### src/hw/pscd_params.svh
// constants for the pin strap configuration decoder
`ifndef PSCD_PARAMS_SVH
`define PSCD_PARAMS_SVH
// register offset of the strap override mask
`define PSCD_OVR_OFFSET 8'h5e
// override mask reset value: all parameters follow their pins unless the register variant is strapped
`define PSCD_OVR_RESET 8'h00
// override bit positions
`define PSCD_OVR_DOCP 0
`define PSCD_OVR_AOCP 1
`define PSCD_OVR_LCF 2
`define PSCD_OVR_VBOOT 3
`define PSCD_OVR_TON 4
`define PSCD_OVR_MODE 5
`define PSCD_OVR_FOVP 6
`define PSCD_OVR_ROVP 7
// boot load settle time in cycles
`define PSCD_LOAD_CYCLES 4'h4
`endif

### src/hw/pscd_pkg.sv
// types for the pin strap configuration decoder
`default_nettype none
package pscd_pkg;
  // load sequencer states, one-hot
  typedef enum logic [2:0] {
    PSCD_IDLE = 3'b001,
    PSCD_SETTLE = 3'b010,
    PSCD_DONE = 3'b100
  } pscd_state_t;
endpackage : pscd_pkg
`default_nettype wire

### src/hw/pscd_decode.sv
// pin strap decode with pmbus override of each parameter
//
// How it works
// - load strap parameters once at boot
// - override bit zero selects pin value
// - register variant ignores every strap pin
// - register variant boot voltage defaults zero
// - sixteen bins, short zero, float fifteen
// - frequency table per mode bin
// - frequencies 400 to 2000, never 1600
// - mode bin selects conduction mode too
// - unity scale boot voltage table
// - unity scale relative and fixed limits
// - half scale boot voltage table
// - half scale relative and fixed limits
`timescale 1ns/1ps
`default_nettype none
`include "pscd_params.svh"
module pscd_decode #(
  parameter int BIN_W = 4
) (
  // clock, reset, enable
  input wire logic i_clk,
  input wire logic i_nrst,
  input wire logic i_ce,
  // variant and scale straps
  input wire logic i_reg_variant,
  input wire logic i_scale_half,
  // strap bins from the pin comparators, asynchronous
  input wire logic [3:0] i_mode_bin,
  input wire logic [3:0] i_boot_voltage_strap,
  // override mask register access
  input wire logic [7:0] i_reg_addr,
  input wire logic i_reg_wr,
  input wire logic [7:0] i_reg_wdata,
  output logic [7:0] o_reg_rdata,
  // pmbus-written parameter values
  input wire logic [11:0] i_reg_freq_khz,
  input wire logic i_reg_diode_emulation,
  input wire logic [12:0] i_reg_vboot_mv,
  input wire logic [12:0] i_reg_fovp_mv,
  input wire logic [8:0] i_reg_rovp_mv,
  // applied configuration
  output logic o_loaded,
  output logic [11:0] o_freq_khz,
  output logic o_diode_emulation,
  output logic [12:0] o_vboot_mv,
  output logic [12:0] o_fovp_mv,
  output logic [8:0] o_rovp_mv
);
  // elaboration check: tables hold exactly sixteen bins
  if (BIN_W != 4)
  begin : g_bad_width
    $error("pscd_decode: BIN_W must be 4");
  end

  // two-flop synchronisers for the asynchronous strap inputs
  logic [9:0] sync1_q;
  logic [9:0] sync1_d;
  logic [9:0] sync2_q;
  logic [9:0] sync2_d;
  // sequencer and captured bins
  pscd_pkg::pscd_state_t st_q;
  pscd_pkg::pscd_state_t st_d;
  logic [3:0] cnt_q;
  logic [3:0] cnt_d;
  logic [3:0] mbin_q;
  logic [3:0] mbin_d;
  logic [3:0] vbin_q;
  logic [3:0] vbin_d;
  logic half_q;
  logic half_d;
  logic regv_q;
  logic regv_d;
  // override mask
  logic [7:0] ovr_q;
  logic [7:0] ovr_d;
  // output registers
  logic [11:0] freq_q;
  logic [11:0] freq_d;
  logic dem_q;
  logic dem_d;
  logic [12:0] vb_q;
  logic [12:0] vb_d;
  logic [12:0] fo_q;
  logic [12:0] fo_d;
  logic [8:0] ro_q;
  logic [8:0] ro_d;
  // decoded table values
  logic [11:0] t_freq;
  logic t_dem;
  logic [12:0] t_vb;
  logic [12:0] t_fo;
  logic [8:0] t_ro;
  // per-parameter pin use: pin when variant straps and bit is clear
  logic use_f;
  logic use_m;
  logic use_v;
  logic use_fo;
  logic use_ro;

  // synchroniser next values; first stage feeds only the second
  always_comb
  begin
    sync1_d = {i_reg_variant, i_scale_half, i_mode_bin,
               i_boot_voltage_strap};
    sync2_d = sync1_q;
  end

  always_comb
  begin
    case (mbin_q)
      4'h0: t_freq = 12'd600;
      4'h1: t_freq = 12'd1000;
      4'h2: t_freq = 12'd1400;
      4'h3: t_freq = 12'd2000;
      4'h4: t_freq = 12'd1200;
      4'h5: t_freq = 12'd1400;
      4'h6: t_freq = 12'd1800;
      4'h7: t_freq = 12'd2000;
      4'h8: t_freq = 12'd400;
      4'h9: t_freq = 12'd600;
      4'ha: t_freq = 12'd800;
      4'hb: t_freq = 12'd1000;
      4'hc: t_freq = 12'd400;
      4'hd: t_freq = 12'd1800;
      4'he: t_freq = 12'd1200;
      default: t_freq = 12'd800;
    endcase
    // mode groups, diode emulation bins 4..11
    t_dem = (mbin_q >= 4'h4) && (mbin_q <= 4'hb);
  end

  // boot voltage and limit tables, millivolts
  always_comb
  begin
    if (!half_q)
    begin
      case (vbin_q)
        4'h0: t_vb = 13'd400;
        4'h1: t_vb = 13'd500;
        4'h2: t_vb = 13'd600;
        4'h3: t_vb = 13'd700;
        4'h4: t_vb = 13'd800;
        4'h5: t_vb = 13'd900;
        4'h6: t_vb = 13'd1000;
        4'h7: t_vb = 13'd1050;
        4'h8: t_vb = 13'd1100;
        4'h9: t_vb = 13'd1200;
        4'ha: t_vb = 13'd1250;
        4'hb: t_vb = 13'd1350;
        4'hc: t_vb = 13'd1500;
        4'hd: t_vb = 13'd1650;
        4'he: t_vb = 13'd1800;
        default: t_vb = 13'd2500;
      endcase
      case (vbin_q)
        4'h0: t_fo = 13'd800;
        4'h1, 4'h2: t_fo = 13'd1000;
        4'h3, 4'h4, 4'h5: t_fo = 13'd1200;
        4'h6, 4'h7, 4'h8: t_fo = 13'd1350;
        4'h9: t_fo = 13'd1500;
        4'ha, 4'hb: t_fo = 13'd1800;
        4'hc, 4'hd, 4'he: t_fo = 13'd2200;
        default: t_fo = 13'd2850;
      endcase
      if (vbin_q <= 4'h3)
        t_ro = 9'd150;
      else if (vbin_q <= 4'h9)
        t_ro = 9'd200;
      else if (vbin_q <= 4'hb)
        t_ro = 9'd250;
      else
        t_ro = 9'd300;
    end
    else
    begin
      case (vbin_q)
        4'h0: t_vb = 13'd800;
        4'h1: t_vb = 13'd1000;
        4'h2: t_vb = 13'd1200;
        4'h3: t_vb = 13'd1400;
        4'h4: t_vb = 13'd1600;
        4'h5: t_vb = 13'd1800;
        4'h6: t_vb = 13'd2000;
        4'h7: t_vb = 13'd2100;
        4'h8: t_vb = 13'd2200;
        4'h9: t_vb = 13'd2400;
        4'ha: t_vb = 13'd2500;
        4'hb: t_vb = 13'd2700;
        4'hc: t_vb = 13'd3000;
        4'hd: t_vb = 13'd3300;
        4'he: t_vb = 13'd3600;
        default: t_vb = 13'd5000;
      endcase
      case (vbin_q)
        4'h0, 4'h1, 4'h2: t_fo = 13'd1600;
        4'h3: t_fo = 13'd2000;
        4'h4, 4'h5: t_fo = 13'd2400;
        4'h6, 4'h7, 4'h8: t_fo = 13'd2700;
        4'h9, 4'ha: t_fo = 13'd3000;
        4'hb, 4'hc: t_fo = 13'd3600;
        4'hd, 4'he: t_fo = 13'd4400;
        default: t_fo = 13'd5700;
      endcase
      t_ro = (vbin_q <= 4'h2) ? 9'd200 : 9'd300;
    end
  end

  // pin or register selection per parameter
  always_comb
  begin
    // pin only when bit clear and variant straps
    use_f = !regv_q && !ovr_q[`PSCD_OVR_TON];
    use_m = !regv_q && !ovr_q[`PSCD_OVR_MODE];
    use_v = !regv_q && !ovr_q[`PSCD_OVR_VBOOT];
    use_fo = !regv_q && !ovr_q[`PSCD_OVR_FOVP];
    use_ro = !regv_q && !ovr_q[`PSCD_OVR_ROVP];
  end

  // sequencer, bin capture, override register and outputs
  always_comb
  begin
    st_d = st_q;
    cnt_d = cnt_q;
    mbin_d = mbin_q;
    vbin_d = vbin_q;
    half_d = half_q;
    regv_d = regv_q;
    ovr_d = ovr_q;
    freq_d = freq_q;
    dem_d = dem_q;
    vb_d = vb_q;
    fo_d = fo_q;
    ro_d = ro_q;
    // software write of the override mask
    if (i_reg_wr && (i_reg_addr == `PSCD_OVR_OFFSET))
      ovr_d = i_reg_wdata;
    case (st_q)
      // wait for synchronised straps to settle
      pscd_pkg::PSCD_IDLE:
      begin
        st_d = pscd_pkg::PSCD_SETTLE;
        cnt_d = `PSCD_LOAD_CYCLES;
      end
      pscd_pkg::PSCD_SETTLE:
      begin
        if (cnt_q == 4'h0)
        begin
          mbin_d = sync2_q[7:4];
          vbin_d = sync2_q[3:0];
          half_d = sync2_q[8];
          regv_d = sync2_q[9];
          st_d = pscd_pkg::PSCD_DONE;
        end
        else
          cnt_d = cnt_q - 4'h1;
      end
      pscd_pkg::PSCD_DONE:
      begin
        // override bit set takes register value
        freq_d = use_f ? t_freq : i_reg_freq_khz;
        dem_d = use_m ? t_dem : i_reg_diode_emulation;
        // register value defaults zero on that variant
        vb_d = use_v ? t_vb : i_reg_vboot_mv;
        fo_d = use_fo ? t_fo : i_reg_fovp_mv;
        ro_d = use_ro ? t_ro : i_reg_rovp_mv;
      end
      default:
        st_d = pscd_pkg::PSCD_IDLE;
    endcase
  end

  // state registers, frozen while enable is low
  always_ff @(posedge i_clk or negedge i_nrst)
  begin
    if (!i_nrst)
    begin
      sync1_q <= 10'h000;
      sync2_q <= 10'h000;
      st_q <= pscd_pkg::PSCD_IDLE;
      cnt_q <= 4'h0;
      mbin_q <= 4'h0;
      vbin_q <= 4'h0;
      half_q <= 1'b0;
      regv_q <= 1'b0;
      ovr_q <= `PSCD_OVR_RESET;
      freq_q <= 12'h000;
      dem_q <= 1'b0;
      vb_q <= 13'h0000;
      fo_q <= 13'h0000;
      ro_q <= 9'h000;
    end
    else if (i_ce)
    begin
      sync1_q <= sync1_d;
      sync2_q <= sync2_d;
      st_q <= st_d;
      cnt_q <= cnt_d;
      mbin_q <= mbin_d;
      vbin_q <= vbin_d;
      half_q <= half_d;
      regv_q <= regv_d;
      ovr_q <= ovr_d;
      freq_q <= freq_d;
      dem_q <= dem_d;
      vb_q <= vb_d;
      fo_q <= fo_d;
      ro_q <= ro_d;
    end
  end

  // read data: unmapped reads as zero
  always_comb
  begin
    o_reg_rdata = (i_reg_addr == `PSCD_OVR_OFFSET) ? ovr_q : 8'h00;
    o_loaded = (st_q == pscd_pkg::PSCD_DONE);
  end

  assign o_freq_khz = freq_q;
  assign o_diode_emulation = dem_q;
  assign o_vboot_mv = vb_q;
  assign o_fovp_mv = fo_q;
  assign o_rovp_mv = ro_q;
endmodule : pscd_decode
`default_nettype wire

### config.mk
export PLATFORM = sky130hd
export DESIGN_NAME = pscd_decode
export DESIGN_NICKNAME = d
export VERILOG_FILES = /design/src/hw/pscd_pkg.sv /design/src/hw/pscd_decode.sv
export VERILOG_INCLUDE_DIRS = /design/src /design/src/hw
export SDC_FILE = /design/constraint.sdc
export NUM_CORES = 1
export LEC_CHECK = 0
export BUFFER_PORTS_ARGS = -buffer_cell sky130_fd_sc_hd__buf_2
export CORE_AREA = 10 10 122 124
export CTS_CLUSTER_DIAMETER = 200
export DETAILED_ROUTE_END_ITERATION = 6
export DIE_AREA = 0 0 132 134
export PLACE_DENSITY = 0.68
export SLEW_MARGIN = 20
export SYNTH_ARGS = -nofsm -noshare
export SYNTH_HDL_FRONTEND = slang
export SYNTH_SLANG_ARGS = --single-unit
### constraint.sdc
create_clock -name i_clk -period 4.6 [get_ports i_clk]
set_input_delay 0.69 -clock i_clk [delete_from_list [all_inputs] [get_ports i_clk]]
set_output_delay 0.69 -clock i_clk [all_outputs]
set_load 0.1 [all_outputs]
After elaboration in Yosys (flattened, before gate mapping)
Memories as Yosys holds them, arrays and structs flattened.
Cells that the tools add are included.
{"block": "classes", "bitwise_logic": 1, "n_lt_le_gt_ge": 6, "eq_ne": 6, "mux": 17, "n_addsub": 1, "reduce_logical": 20}
{"operator": "9-bit 2-to-1 mux", "count": 6}
{"operator": "13-bit 2-to-1 mux", "count": 4}
{"operator": "4-bit <= comparator (second input constant)", "count": 3}
{"operator": "12-bit 2-to-1 mux", "count": 1}
{"operator": "3-bit case mux with 3 select lines", "count": 1}
{"operator": "3-bit AND reduction", "count": 3}
{"operator": "8-bit by 7-bit equality test with 1-bit output (second input constant)", "count": 1}
{"operator": "4-bit by 2-bit <= comparator with 1-bit output (second input constant)", "count": 2}
{"operator": "8-bit 2-to-1 mux", "count": 1}
{"operator": "4-bit case mux with 2 select lines", "count": 1}
{"operator": "1-bit logical AND", "count": 7}
{"operator": "1-bit zero test", "count": 6}
{"operator": "4-bit by 3-bit greater-or-equal comparator with 1-bit output (second input constant)", "count": 1}
{"operator": "4-bit zero test", "count": 1}
{"operator": "4-bit 2-to-1 mux", "count": 1}
{"operator": "2-bit != test (second input constant)", "count": 2}
{"operator": "2-bit AND reduction", "count": 2}
{"operator": "4-bit by 1-bit subtractor with 4-bit output (second input constant)", "count": 1}
{"operator": "3-bit by 1-bit equality test with 1-bit output (second input constant)", "count": 1}
{"operator": "3-bit by 2-bit equality test with 1-bit output (second input constant)", "count": 1}
{"operator": "3-bit equality test (second input constant)", "count": 1}
{"operator": "3-bit 2-to-1 mux", "count": 1}
{"operator": "2-bit nonzero test", "count": 1}
{"operator": "1-bit 2-to-1 mux", "count": 1}
{"operator": "1-bit NOT", "count": 1}
{"block": "totals", "memories": 5, "word_cells": 70, "in_bits": 78, "ff_bits": 93, "rom_bits": 832}
{"name": "(no name shown)", "depth": 16, "width": 11, "read_ports": 1, "rd_ports_with_merged_regs": 0, "write_ports": 0, "line_no": "pscd_decode.sv:139", "text": "case (vbin_q)"}
{"name": "(no name shown)", "depth": 16, "width": 11, "read_ports": 1, "rd_ports_with_merged_regs": 0, "write_ports": 0, "line_no": "pscd_decode.sv:157", "text": "case (vbin_q)"}
{"name": "(no name shown)", "depth": 16, "width": 11, "read_ports": 1, "rd_ports_with_merged_regs": 0, "write_ports": 0, "line_no": "pscd_decode.sv:178", "text": "case (vbin_q)"}
{"name": "(no name shown)", "depth": 16, "width": 11, "read_ports": 1, "rd_ports_with_merged_regs": 0, "write_ports": 0, "line_no": "pscd_decode.sv:196", "text": "case (vbin_q)"}
{"name": "(no name shown)", "depth": 16, "width": 8, "read_ports": 1, "rd_ports_with_merged_regs": 0, "write_ports": 0, "line_no": "pscd_decode.sv:112", "text": "case (mbin_q)"}

Depth between registers and ports, before layout
Gate-level depths: netlist of run 1.
{"block": "depth", "ltp_word": 6, "ltp_mapped": 9, "depth_no_buf": 6}

Least setup slack after synthesis of run 1
No wires, ideal clock.
{"block": "synth_timing", "path_type": "flip-flop to flip-flop", "from": "register st_q[2]", "to": "register freq_q[7] (netlist: o_freq_khz[7])", "synth_period_minus_slack_ns": 2.605, "path_slack_ns": 1.995, "path_stages_with_launch": 6, "arrival_time_ns": 2.469, "path_buffers": 1, "path_cell_list": "dfrtp_1 > nor3b_2 > nand2_2 > buf_2 > a21oi_1 > a21oi_1"}
{"block": "synth_between", "elab_chain_len": 2}
{"item": "start: declaration", "line_no": "pscd_decode.sv:63", "text": "pscd_pkg::pscd_state_t st_q;"}
{"item": "start signal: assignment", "line_no": "pscd_decode.sv:281", "text": "st_q <= pscd_pkg::PSCD_IDLE;"}
{"item": "start signal: assignment", "line_no": "pscd_decode.sv:298", "text": "st_q <= st_d;"}
{"item": "3-bit equality test"}
{"item": "named net o_loaded", "line_no": "pscd_decode.sv:44", "text": "output logic o_loaded,"}
{"item": "2-bit AND reduction (no line)"}
{"item": "end signal: assignment", "line_no": "pscd_decode.sv:305", "text": "freq_q <= freq_d;"}
{"item": "end: declaration", "line_no": "pscd_decode.sv:79", "text": "logic [11:0] freq_q;"}
The timed path passes the listed nets, and every way through them passes these cells.
A chain may end at the register's enable or synchronous reset.

Worst setup path in the final report of run 1
{"block": "layout_timing", "from": "input i_reg_addr[7]", "to": "output o_reg_rdata[5]"}
{"block": "layout_between", "elab_chain_len": 2}
{"item": "start: declaration", "line_no": "pscd_decode.sv:33", "text": "input wire logic [7:0] i_reg_addr,"}
{"item": "8-bit by 7-bit equality test with 1-bit output (no line)"}
{"item": "8-bit 2-to-1 mux", "line_no": "pscd_decode.sv:316", "text": "o_reg_rdata = (i_reg_addr == `PSCD_OVR_OFFSET) ? ovr_q : 8'h00;"}
{"item": "end: declaration", "line_no": "pscd_decode.sv:36", "text": "output logic [7:0] o_reg_rdata,"}
No other way between the ends.

==> flow_summary_export.csv, run 1 <==
group,metric,value,unit
drt,drtAntennaViolNets,0,
logic_synthesis,ys_ff_latch,93,
run_status,outcome,"completed",
finish,drive_gt1_frac,0.309,
cts,hold_buffers,0,
timing,hold_viol,0,
timing,fmax,0.370,GHz
finish,final_cell_mix,"buf_2, dfrtp_1, a21oi_1",
setup_path,start_kind,"input pin",
finish,layout.cells.non_filler,865,
setup_path,reg2reg_depth,5,
logic_synthesis,syn_area_per_cell,9.48,um2
timing,setup_tns,0,ps
power,p_total,5.17,mW
setup_path,worstPathMaxFanout,9,
setup_path,r2r-end,"o_fovp_mv[5]",
finish,num_antenna_cells,0,
timing,tightest_slew,1020,ps
logic_synthesis,yosysWarnings,0,
floorplan,ios,135,
global_route,grt-busiest-layer,"met2",
logic_synthesis,synth_cell_types,67,
drt,drt-initial-drc-count,390,
logic_synthesis,netlist_instances,584,
floorplan,initial_core_util,0.444,
finish,syn2layout_area_growth,17.5,%
cts,post_cts_buffers,0,
setup_path,cp.required,3910,ps
logic_synthesis,synth_edf_count,0,
timing,fin_crit_sh,0.588,
place,port_buffers,134,
floorplan,die_area,17700,um2
cts,htree_num_levels,3,
timing,min_period,2710,ps
floorplan,die_width,132,um
cts,cts_tree,"yes",
setup_path,worstSetupStartpoint,"i_reg_addr[7]",
drt,wl_per_cell,18.1,um
place,hpwl,11500,um
place,place_congestion,0.912,
global_route,grtUsageTotal,0.172,
floorplan,rows,41,
global_route,grt_antenna_before_repair,0,
cts,clockRootBuffer,"clkbuf_16",
finish,final_common_cell,"buf_2",
global_route,grt_max_degree,56,
cts,cts_made_buffers,9,
cts,clock_path_buffers,2,
place,dp.cells,849,
global_route,groute.layer.met2.usage,0.271,
cts,clk_pin_slew_worst_paths,70,ps
hold_path,hold_path.class,"input pin to asynchronous set/reset pin",
floorplan,dieHeight,134,um
cts,cts.sinks,93,
drt,vias,4840,
timing,rsz0062_at_grt,"no",
setup_path,worstReg2RegStart,"vbin_q[1]",
global_route,grt_pass1_vias,4791,
setup_path,crit_end,"o_reg_rdata[5]",
run,cap_violations,0,
setup_path,r2r_setup_slack,2130,ps
power,power_leakage,3.17,nW
setup_path,worstPathArrival,2020,ps
drt,drc,0,
timing,slew_headroom,0.316,
setup_path,end_kind,"output pin",
drt,postRouteWirelength,15600,um
logic_synthesis,ys_seq_area_frac,0.420,
logic_synthesis,async_reset_ff_frac,1.00,
global_route,overflow,0,
setup_path,path_class,"input pin to output pin",
timing,clock_skew,6.93,ps
power,powerDensity,794,nW/um2
power,ir_worst_vdd,368,uV
logic_synthesis,syn_nets,682,
global_route,grt_use_met1,0.221,
timing,finalSetupViolCount,0,
global_route,grt_pass1_wl,25100,um
cts,cts-resized-gates,0,
global_route,use_met3,0.0497,
timing,drv_slew,0,
drt,via_per_inst,5.60,
logic_synthesis,ys.flop_type,"dfrtp_1",
logic_synthesis,synth.cell_area,5540,um2
cts,clock_latency,350,ps
finish,final_nets,786,
drt,drtPass1Iterations,5,
floorplan,coreArea,12500,um2
-- cells by family (layout without fill, tap and decap cells) --
family	Yosys count	after routing	synth area share
AO/OA/AOI/OAI	166	166	0.188
flip-flops	93	93	0.420
multiplexers	47	47	0.0996
adder cells (fa/ha/maj)	20	20	0.0452
XOR/XNOR	3	3	0.00475
buffers and inverters	59	168	0.0583
AND/OR/NAND/NOR	196	196	0.183
-- how the worst min path moves through the flow --
stage                          endpoint  cells past startpoint
final                          ovr_q[3]                      1
after global routing           ovr_q[3]                      1
after CTS                 o_freq_khz[3]                      1
after global placement     o_rovp_mv[0]                      2
after floorplan                cnt_q[0]                      0
after detailed placement   o_rovp_mv[0]                      2
-- report_power, final --
part	internal, mW	switching, mW	total [mW]
clock	0.435	0.310	0.744
sequential	1.06	0.338	1.40
combinational	0.843	2.18	3.03
-- flip-flops by register name, summed over array words and instances, names as in the netlist --
signal,flops
cnt_q,4
half_q,1
mbin_q,4
o_diode_emulation,1
o_fovp_mv,13
o_freq_khz,12
o_rovp_mv,9
o_vboot_mv,13
ovr_q,8
regv_q,1
st_q,3
sync1_q,10
sync2_q,10
vbin_q,4
-- cell usage after synthesis (6+ instances only) --
cell | instances | share of area
a21oi_1 | 53 | 0.048
a31oi_1 | 7 | 0.0079
and2_1 | 11 | 0.012
and3_1 | 7 | 0.0079
buf_2 | 27 | 0.024
buf_4 | 6 | 0.0081
buf_6 | 6 | 0.012
dfrtp_1 | 92 | 0.42
ha_1 | 20 | 0.045
inv_1 | 12 | 0.0081
mux2_2 | 29 | 0.059
mux2_4 | 9 | 0.024
mux2i_1 | 9 | 0.016
nand2_1 | 52 | 0.035
nand2b_1 | 15 | 0.017
nand3_1 | 13 | 0.012
nor2_1 | 46 | 0.031
nor2b_1 | 9 | 0.010
nor3_1 | 10 | 0.0090
o211ai_1 | 12 | 0.016
o21ai_0 | 42 | 0.038
or2_2 | 6 | 0.0068
-- stage by stage --
step / area [um2] / util / hold WS [ps] / setup slack, ps
final: 6510 / 0.522 / 306 / 1890
after global routing: 6510 / 0.522 / 332 / 1760
after CTS: 6510 / 0.522 / 316 / 1860
after detailed placement: 6200 / 0.498 / 451 / 1860
after global placement: 6200 / 0.498 / 448 / 1920
after floorplan: 5540 / - / 394 / 2000
-- layout make-up --
type / instances / area (um2)
fillers: 1160 / 5960
multi-input cells: 432 / 2900
flip-flops and latches: 93 / 2330
repair buffers: 139 / 711
clock buffers: 10 / 239
well taps: 172 / 215
clock inverters: 6 / 62.6
inverters: 13 / 48.8
-- metal layers --
layer  part of all wire  vias up
met5                  0        -
met4              0.023        0
met3              0.067       28
met2               0.46      188
met1               0.45     2326
li1                   -     2298
-- critical path, stage by stage --
cell and delay, ps:
buf_2 90, nand4bb_1 160, nor2_1 430, and2_1 210, buf_2 430
(Power assumes the default switching activity.)
==> inputs of run 2 (changes only) <==
==> constraint.sdc (replaced) <==
create_clock -name i_clk -period 2.52 [get_ports i_clk]
set_input_delay 0.378 -clock i_clk [delete_from_list [all_inputs] [get_ports i_clk]]
set_output_delay 0.378 -clock i_clk [all_outputs]
set_load 0.1 [all_outputs]
==> flow_summary_export.csv, run 2 (synthesis gave the netlist of run 1 again) <==
group,metric,value,unit
global_route,grt_antenna_before_repair,0,
setup_path,r2r-end,"o_vboot_mv[5]",
timing,slew_headroom,0.528,
cts,htree_num_levels,3,
setup_path,path_class,"input pin to output pin",
global_route,overflow,0,
global_route,grt_pass1_vias,5051,
drt,vias,4865,
timing,clock_skew,8.00,ps
setup_path,cpMostUsedCell,"buf_2",
timing,min_period,2180,ps
timing,fmax,0.459,GHz
drt,drtPass1Iterations,5,
timing,fin_crit_sh,0.865,
power,powerDensity,1450,nW/um2
setup_path,crit_slowest_cell,"nor2_1",
global_route,grt_pass1_wl,26900,um
setup_path,worstPathMaxFanout,9,
cts,clk_pin_slew_worst_paths,60,ps
setup_path,crit_buf_inv,2,
floorplan,die_area,17700,um2
finish,n_fill_cell,1179,
power,power_leakage,3.23,nW
cts,cts.sinks,93,
timing,drv_slew,0,
floorplan,ios,135,
cts,clock_path_buffers,2,
setup_path,slowest_delay,490,ps
finish,final_cell_mix,"buf_2, dfrtp_1, a21oi_1",
cts,clock_latency,350,ps
finish,syn2layout_area_growth,19.7,%
drt,wl_per_cell,18.9,um
timing,setup_ws,341,ps
drt,postRouteWirelength,16500,um
global_route,grt_max_degree,94,
floorplan,coreArea,12500,um2
run_status,outcome,"completed",
drt,drc,0,
setup_path,path_cells,"buf_2, nand4bb_1, nor2_1, and2_1, buf_2",
finish,final_common_cell,"buf_2",
timing,finalSetupViolCount,0,
timing,setup_tns,0,ps
finish,fin_util,0.532,
place,port_buffers,134,
drt,drtAntennaViolNets,0,
finish,multiInputGateArea,2910,um2
setup_path,cp.required,2140,ps
setup_path,start_kind,"input pin",
setup_path,cp_top_family,"simple AND/OR/NAND/NOR gates",
finish,drive_gt1_frac,0.317,
floorplan,dieHeight,134,um
power,p_total,9.62,mW
place,place_ws,380,ps
floorplan,rows,41,
run,cap_violations,0,
finish,final_nets,794,
cts,cts-resized-gates,0,
floorplan,die_width,132,um
cts,cts_made_buffers,9,
setup_path,reg2reg_depth,6,
cts,hold_buffers,0,
finish,ff_latch_area,2330,um2
setup_path,worstReg2RegStart,"vbin_q[0]",
finish,num_antenna_cells,0,
setup_path,worstPathArrival,1800,ps
global_route,grtUsageTotal,0.186,
place,hpwl,12100,um
place,place_congestion,0.883,
timing,tightest_slew,690,ps
floorplan,initial_core_util,0.444,
power,ir_worst_vdd,484,uV
drt,via_per_inst,5.57,
cts,cts_tree,"yes",
cts,post_cts_buffers,0,
cts,clockRootBuffer,"clkbuf_16",
timing,hold_viol,0,
setup_path,end_kind,"output pin",
timing,rsz0062_at_grt,"no",
hold_path,hold_path.class,"input pin to asynchronous set/reset pin",
setup_path,r2r_setup_slack,430,ps
drt,drt-initial-drc-count,445,
[run 2: cell count changes in the layout (fill, tap and decap cells not counted), moves of 3 or more]
cell,delta
buf_12,+5
buf_4,+3
clkinv_2,-3
inv_8,+3
[run 2: how the worst max path moves through the flow]
stage	start	slack, ps	to	depth (start not counted)
2_1_floorplan	st_q[2]	370	o_freq_khz[7]	5
3_3_place_gp	i_reg_addr[7]	450	o_reg_rdata[6]	5
3_5_place_dp	i_reg_addr[7]	380	o_reg_rdata[3]	5
4_1_cts	i_reg_addr[7]	380	o_reg_rdata[3]	5
5_1_grt	vbin_q[0]	250	o_vboot_mv[5]	6
6_report	i_reg_addr[7]	340	o_reg_rdata[4]	5
[run 2: area by class of cell]
cell class,count,share of cell area
Multi-Input combinational cell,432,0.439
Sequential cell,93,0.351
Timing Repair Buffer,147,0.126
Clock buffer,9,0.0340
Tap cell,172,0.0325
Clock inverter,7,0.0102
Inverter,13,0.00736
[run 2: routing by layer]
metal | part of all wire | routed length [um] | up-vias | global-route usage
li1 | - | - | 2302 | -
met3 | 0.074 | 1210 | 31 | 0.0448
met2 | 0.44 | 7300 | 204 | 0.279
met1 | 0.45 | 7430 | 2328 | 0.246
met4 | 0.034 | 563 | 0 | 0.0884
met5 | 0 | 0 | - | 0
[run 2: through the flow]
stage          cells  hold WS (ps)  instance area (um2)
2_1_floorplan    584          82.4                 5540
3_3_place_gp     857           449                 6330
3_5_place_dp     857           459                 6330
4_1_cts          873          88.4                 6630
5_1_grt          873           118                 6630
6_report         873          59.5                 6630
[run 2: power by group]
group	internal (mW)	switching, mW
clock network	0.697	0.646
registers	1.93	0.496
logic	1.64	4.20
==> inputs of run 3 (changes only) <==
--- a/config.mk
+++ b/config.mk
@@ -7,11 +7,13 @@
 export NUM_CORES = 1
 export LEC_CHECK = 0
 export BUFFER_PORTS_ARGS = -buffer_cell sky130_fd_sc_hd__buf_2
-export CORE_AREA = 10 10 122 124
+export CELL_PAD_IN_SITES_DETAIL_PLACEMENT = 1
+export CELL_PAD_IN_SITES_GLOBAL_PLACEMENT = 2
+export CORE_AREA = 10 10 141 143
 export CTS_CLUSTER_DIAMETER = 200
 export DETAILED_ROUTE_END_ITERATION = 6
-export DIE_AREA = 0 0 132 134
-export PLACE_DENSITY = 0.68
+export DIE_AREA = 0 0 151 153
+export PLACE_DENSITY_LB_ADDON = 0.1
 export SLEW_MARGIN = 20
 export SYNTH_ARGS = -nofsm -noshare
 export SYNTH_HDL_FRONTEND = slang
==> flow_summary_export.csv, run 3 (synthesis gave the netlist of run 1 again) <==
group,metric,value,unit
global_route,grt_pass1_wl,29400,um
setup_path,start_kind,"flop",
cts,clock_latency,360,ps
global_route,grt_antenna_before_repair,2,
timing,holdWs,78.5,ps
timing,clock_skew,8.47,ps
run,cap_violations,0,
setup_path,path_cells,"inv_1, ha_1, mux2i_1, o22ai_1, a2111oi_0, o21ai_0",
timing,drv_slew,0,
place,hpwl,14200,um
timing,hold_viol,0,
power,powerDensity,1440,nW/um2
cts,cts_made_buffers,9,
floorplan,rows,48,
drt,wl_per_cell,20.1,um
drt,via_per_inst,5.17,
setup_path,cp.required,2740,ps
finish,final_cell_mix,"buf_2, dfrtp_1, a21oi_1",
setup_path,crit_slowest_cell,"dfrtp_1",
cts,clock_path_buffers,2,
place,place_congestion,0.826,
global_route,grt_max_degree,50,
power,p_total,9.63,mW
setup_path,worstPathArrival,2320,ps
timing,rsz0062_at_grt,"no",
finish,final_nets,800,
finish,final_common_cell,"buf_2",
setup_path,slowest_delay,500,ps
timing,fin_crit_sh,0.833,
setup_path,path_class,"flop to flop",
setup_path,worstPathMaxFanout,11,
cts,post_cts_buffers,0,
drt,drc,0,
drt,drtPass1Iterations,4,
global_route,grt_pass1_vias,5063,
finish,drive_gt1_frac,0.318,
drt,drtAntennaViolNets,0,
drt,drt-initial-drc-count,239,
global_route,overflow,0,
cts,htree_num_levels,3,
timing,slew_headroom,0.523,
timing,finalSetupViolCount,0,
cts,hold_buffers,0,
drt,postRouteWirelength,18700,um
place,port_buffers,134,
timing,setup_tns,0,ps
floorplan,die_width,151,um
timing,tightest_slew,715,ps
timing,min_period,2100,ps
cts,cts_tree,"yes",
floorplan,initial_core_util,0.325,
global_route,grtUsageTotal,0.162,
power,power_leakage,3.24,nW
cts,cts.sinks,93,
drt,vias,4826,
finish,syn2layout_area_growth,21.1,%
floorplan,dieHeight,153,um
timing,fmax,0.476,GHz
setup_path,end_kind,"flop",
place,dp.cells,916,
finish,layout.cells.non_filler,934,
floorplan,die_area,23100,um2
power,ir_worst_vdd,651,uV
hold_path,hold_path.class,"input pin to asynchronous set/reset pin",
cts,clk_pin_slew_worst_paths,70,ps
cts,clockRootBuffer,"clkbuf_16",
run_status,outcome,"completed",
floorplan,ios,135,
cts,cts-resized-gates,0,
floorplan,coreArea,17100,um2
run 3: cell types whose count changed in the layout (fill, tap and decap cells not counted):
cell and delta:
clkbuf_8 +1, buf_12 -1, buf_4 +7, diode_2 +2
inv_6 -1, clkinv_2 +1, inv_8 -3, clkbuf_1 +3
clkinv_4 -1
run 3: final cells by class:
class,instances,area [um2]
Multi-Input combinational cell,432,2910
Sequential cell,93,2330
Fill cell,2048,10300
Clock buffer,13,250
Timing Repair Buffer,153,866
Inverter,13,48.8
Tap cell,225,282
Antenna cell,2,5.00
Clock inverter,3,21.3
run 3: final timing paths:
path	start	slack, ps	endpoint	depth (start not counted)
setup / recovery	vbin_q[0]	420	o_vboot_mv[5]	6
hold / removal	i_nrst	80	o_fovp_mv[10]	1
setup reg to reg	vbin_q[0]	420	o_vboot_mv[5]	6
hold reg to reg	o_rovp_mv[0]	460	o_rovp_mv[0]	2
max in group asynchronous	i_nrst	1740	ovr_q[2]	2
min in group i_clk	i_reg_vboot_mv[0]	240	o_vboot_mv[0]	3
run 3: metrics by stage:
stage	worst slack, ps	area (um2)	util
2_1_floorplan	370	5540	-
6_report	421	6710	0.393
3_3_place_gp	452	6430	0.377
5_1_grt	140	6700	0.393
4_1_cts	401	6700	0.393
3_5_place_dp	414	6430	0.377
run 3: worst max-delay path: cells and delay by family, from the launching register on:
kind	cells	cell delay [ps]
adder cells (fa/ha/maj)	1	460
multiplexers	1	250
AO/OA/AOI/OAI	3	620
flip-flops	1	500
buffers and inverters	1	130
run 3: layer usage:
| metal | wire [um] | share of wire | up-vias | global-route usage |
|---|---|---|---|---|
| met3 | 1280 | 0.068 | 15 | 0.0458 |
| met4 | 233 | 0.012 | 0 | 0.0481 |
| met5 | 0 | 0 | - | 0 |
| met1 | 8670 | 0.46 | 2374 | 0.214 |
| li1 | - | - | 2318 | - |
| met2 | 8570 | 0.46 | 119 | 0.249 |
run 3: where the power goes:
group | internal, mW | switching, mW | leakage [nW]
Clock | 0.699 | 0.610 | 0.130
Sequential | 1.93 | 0.509 | 1.20
Combinational | 1.63 | 4.24 | 1.91
Total | 4.27 | 5.36 | 3.24
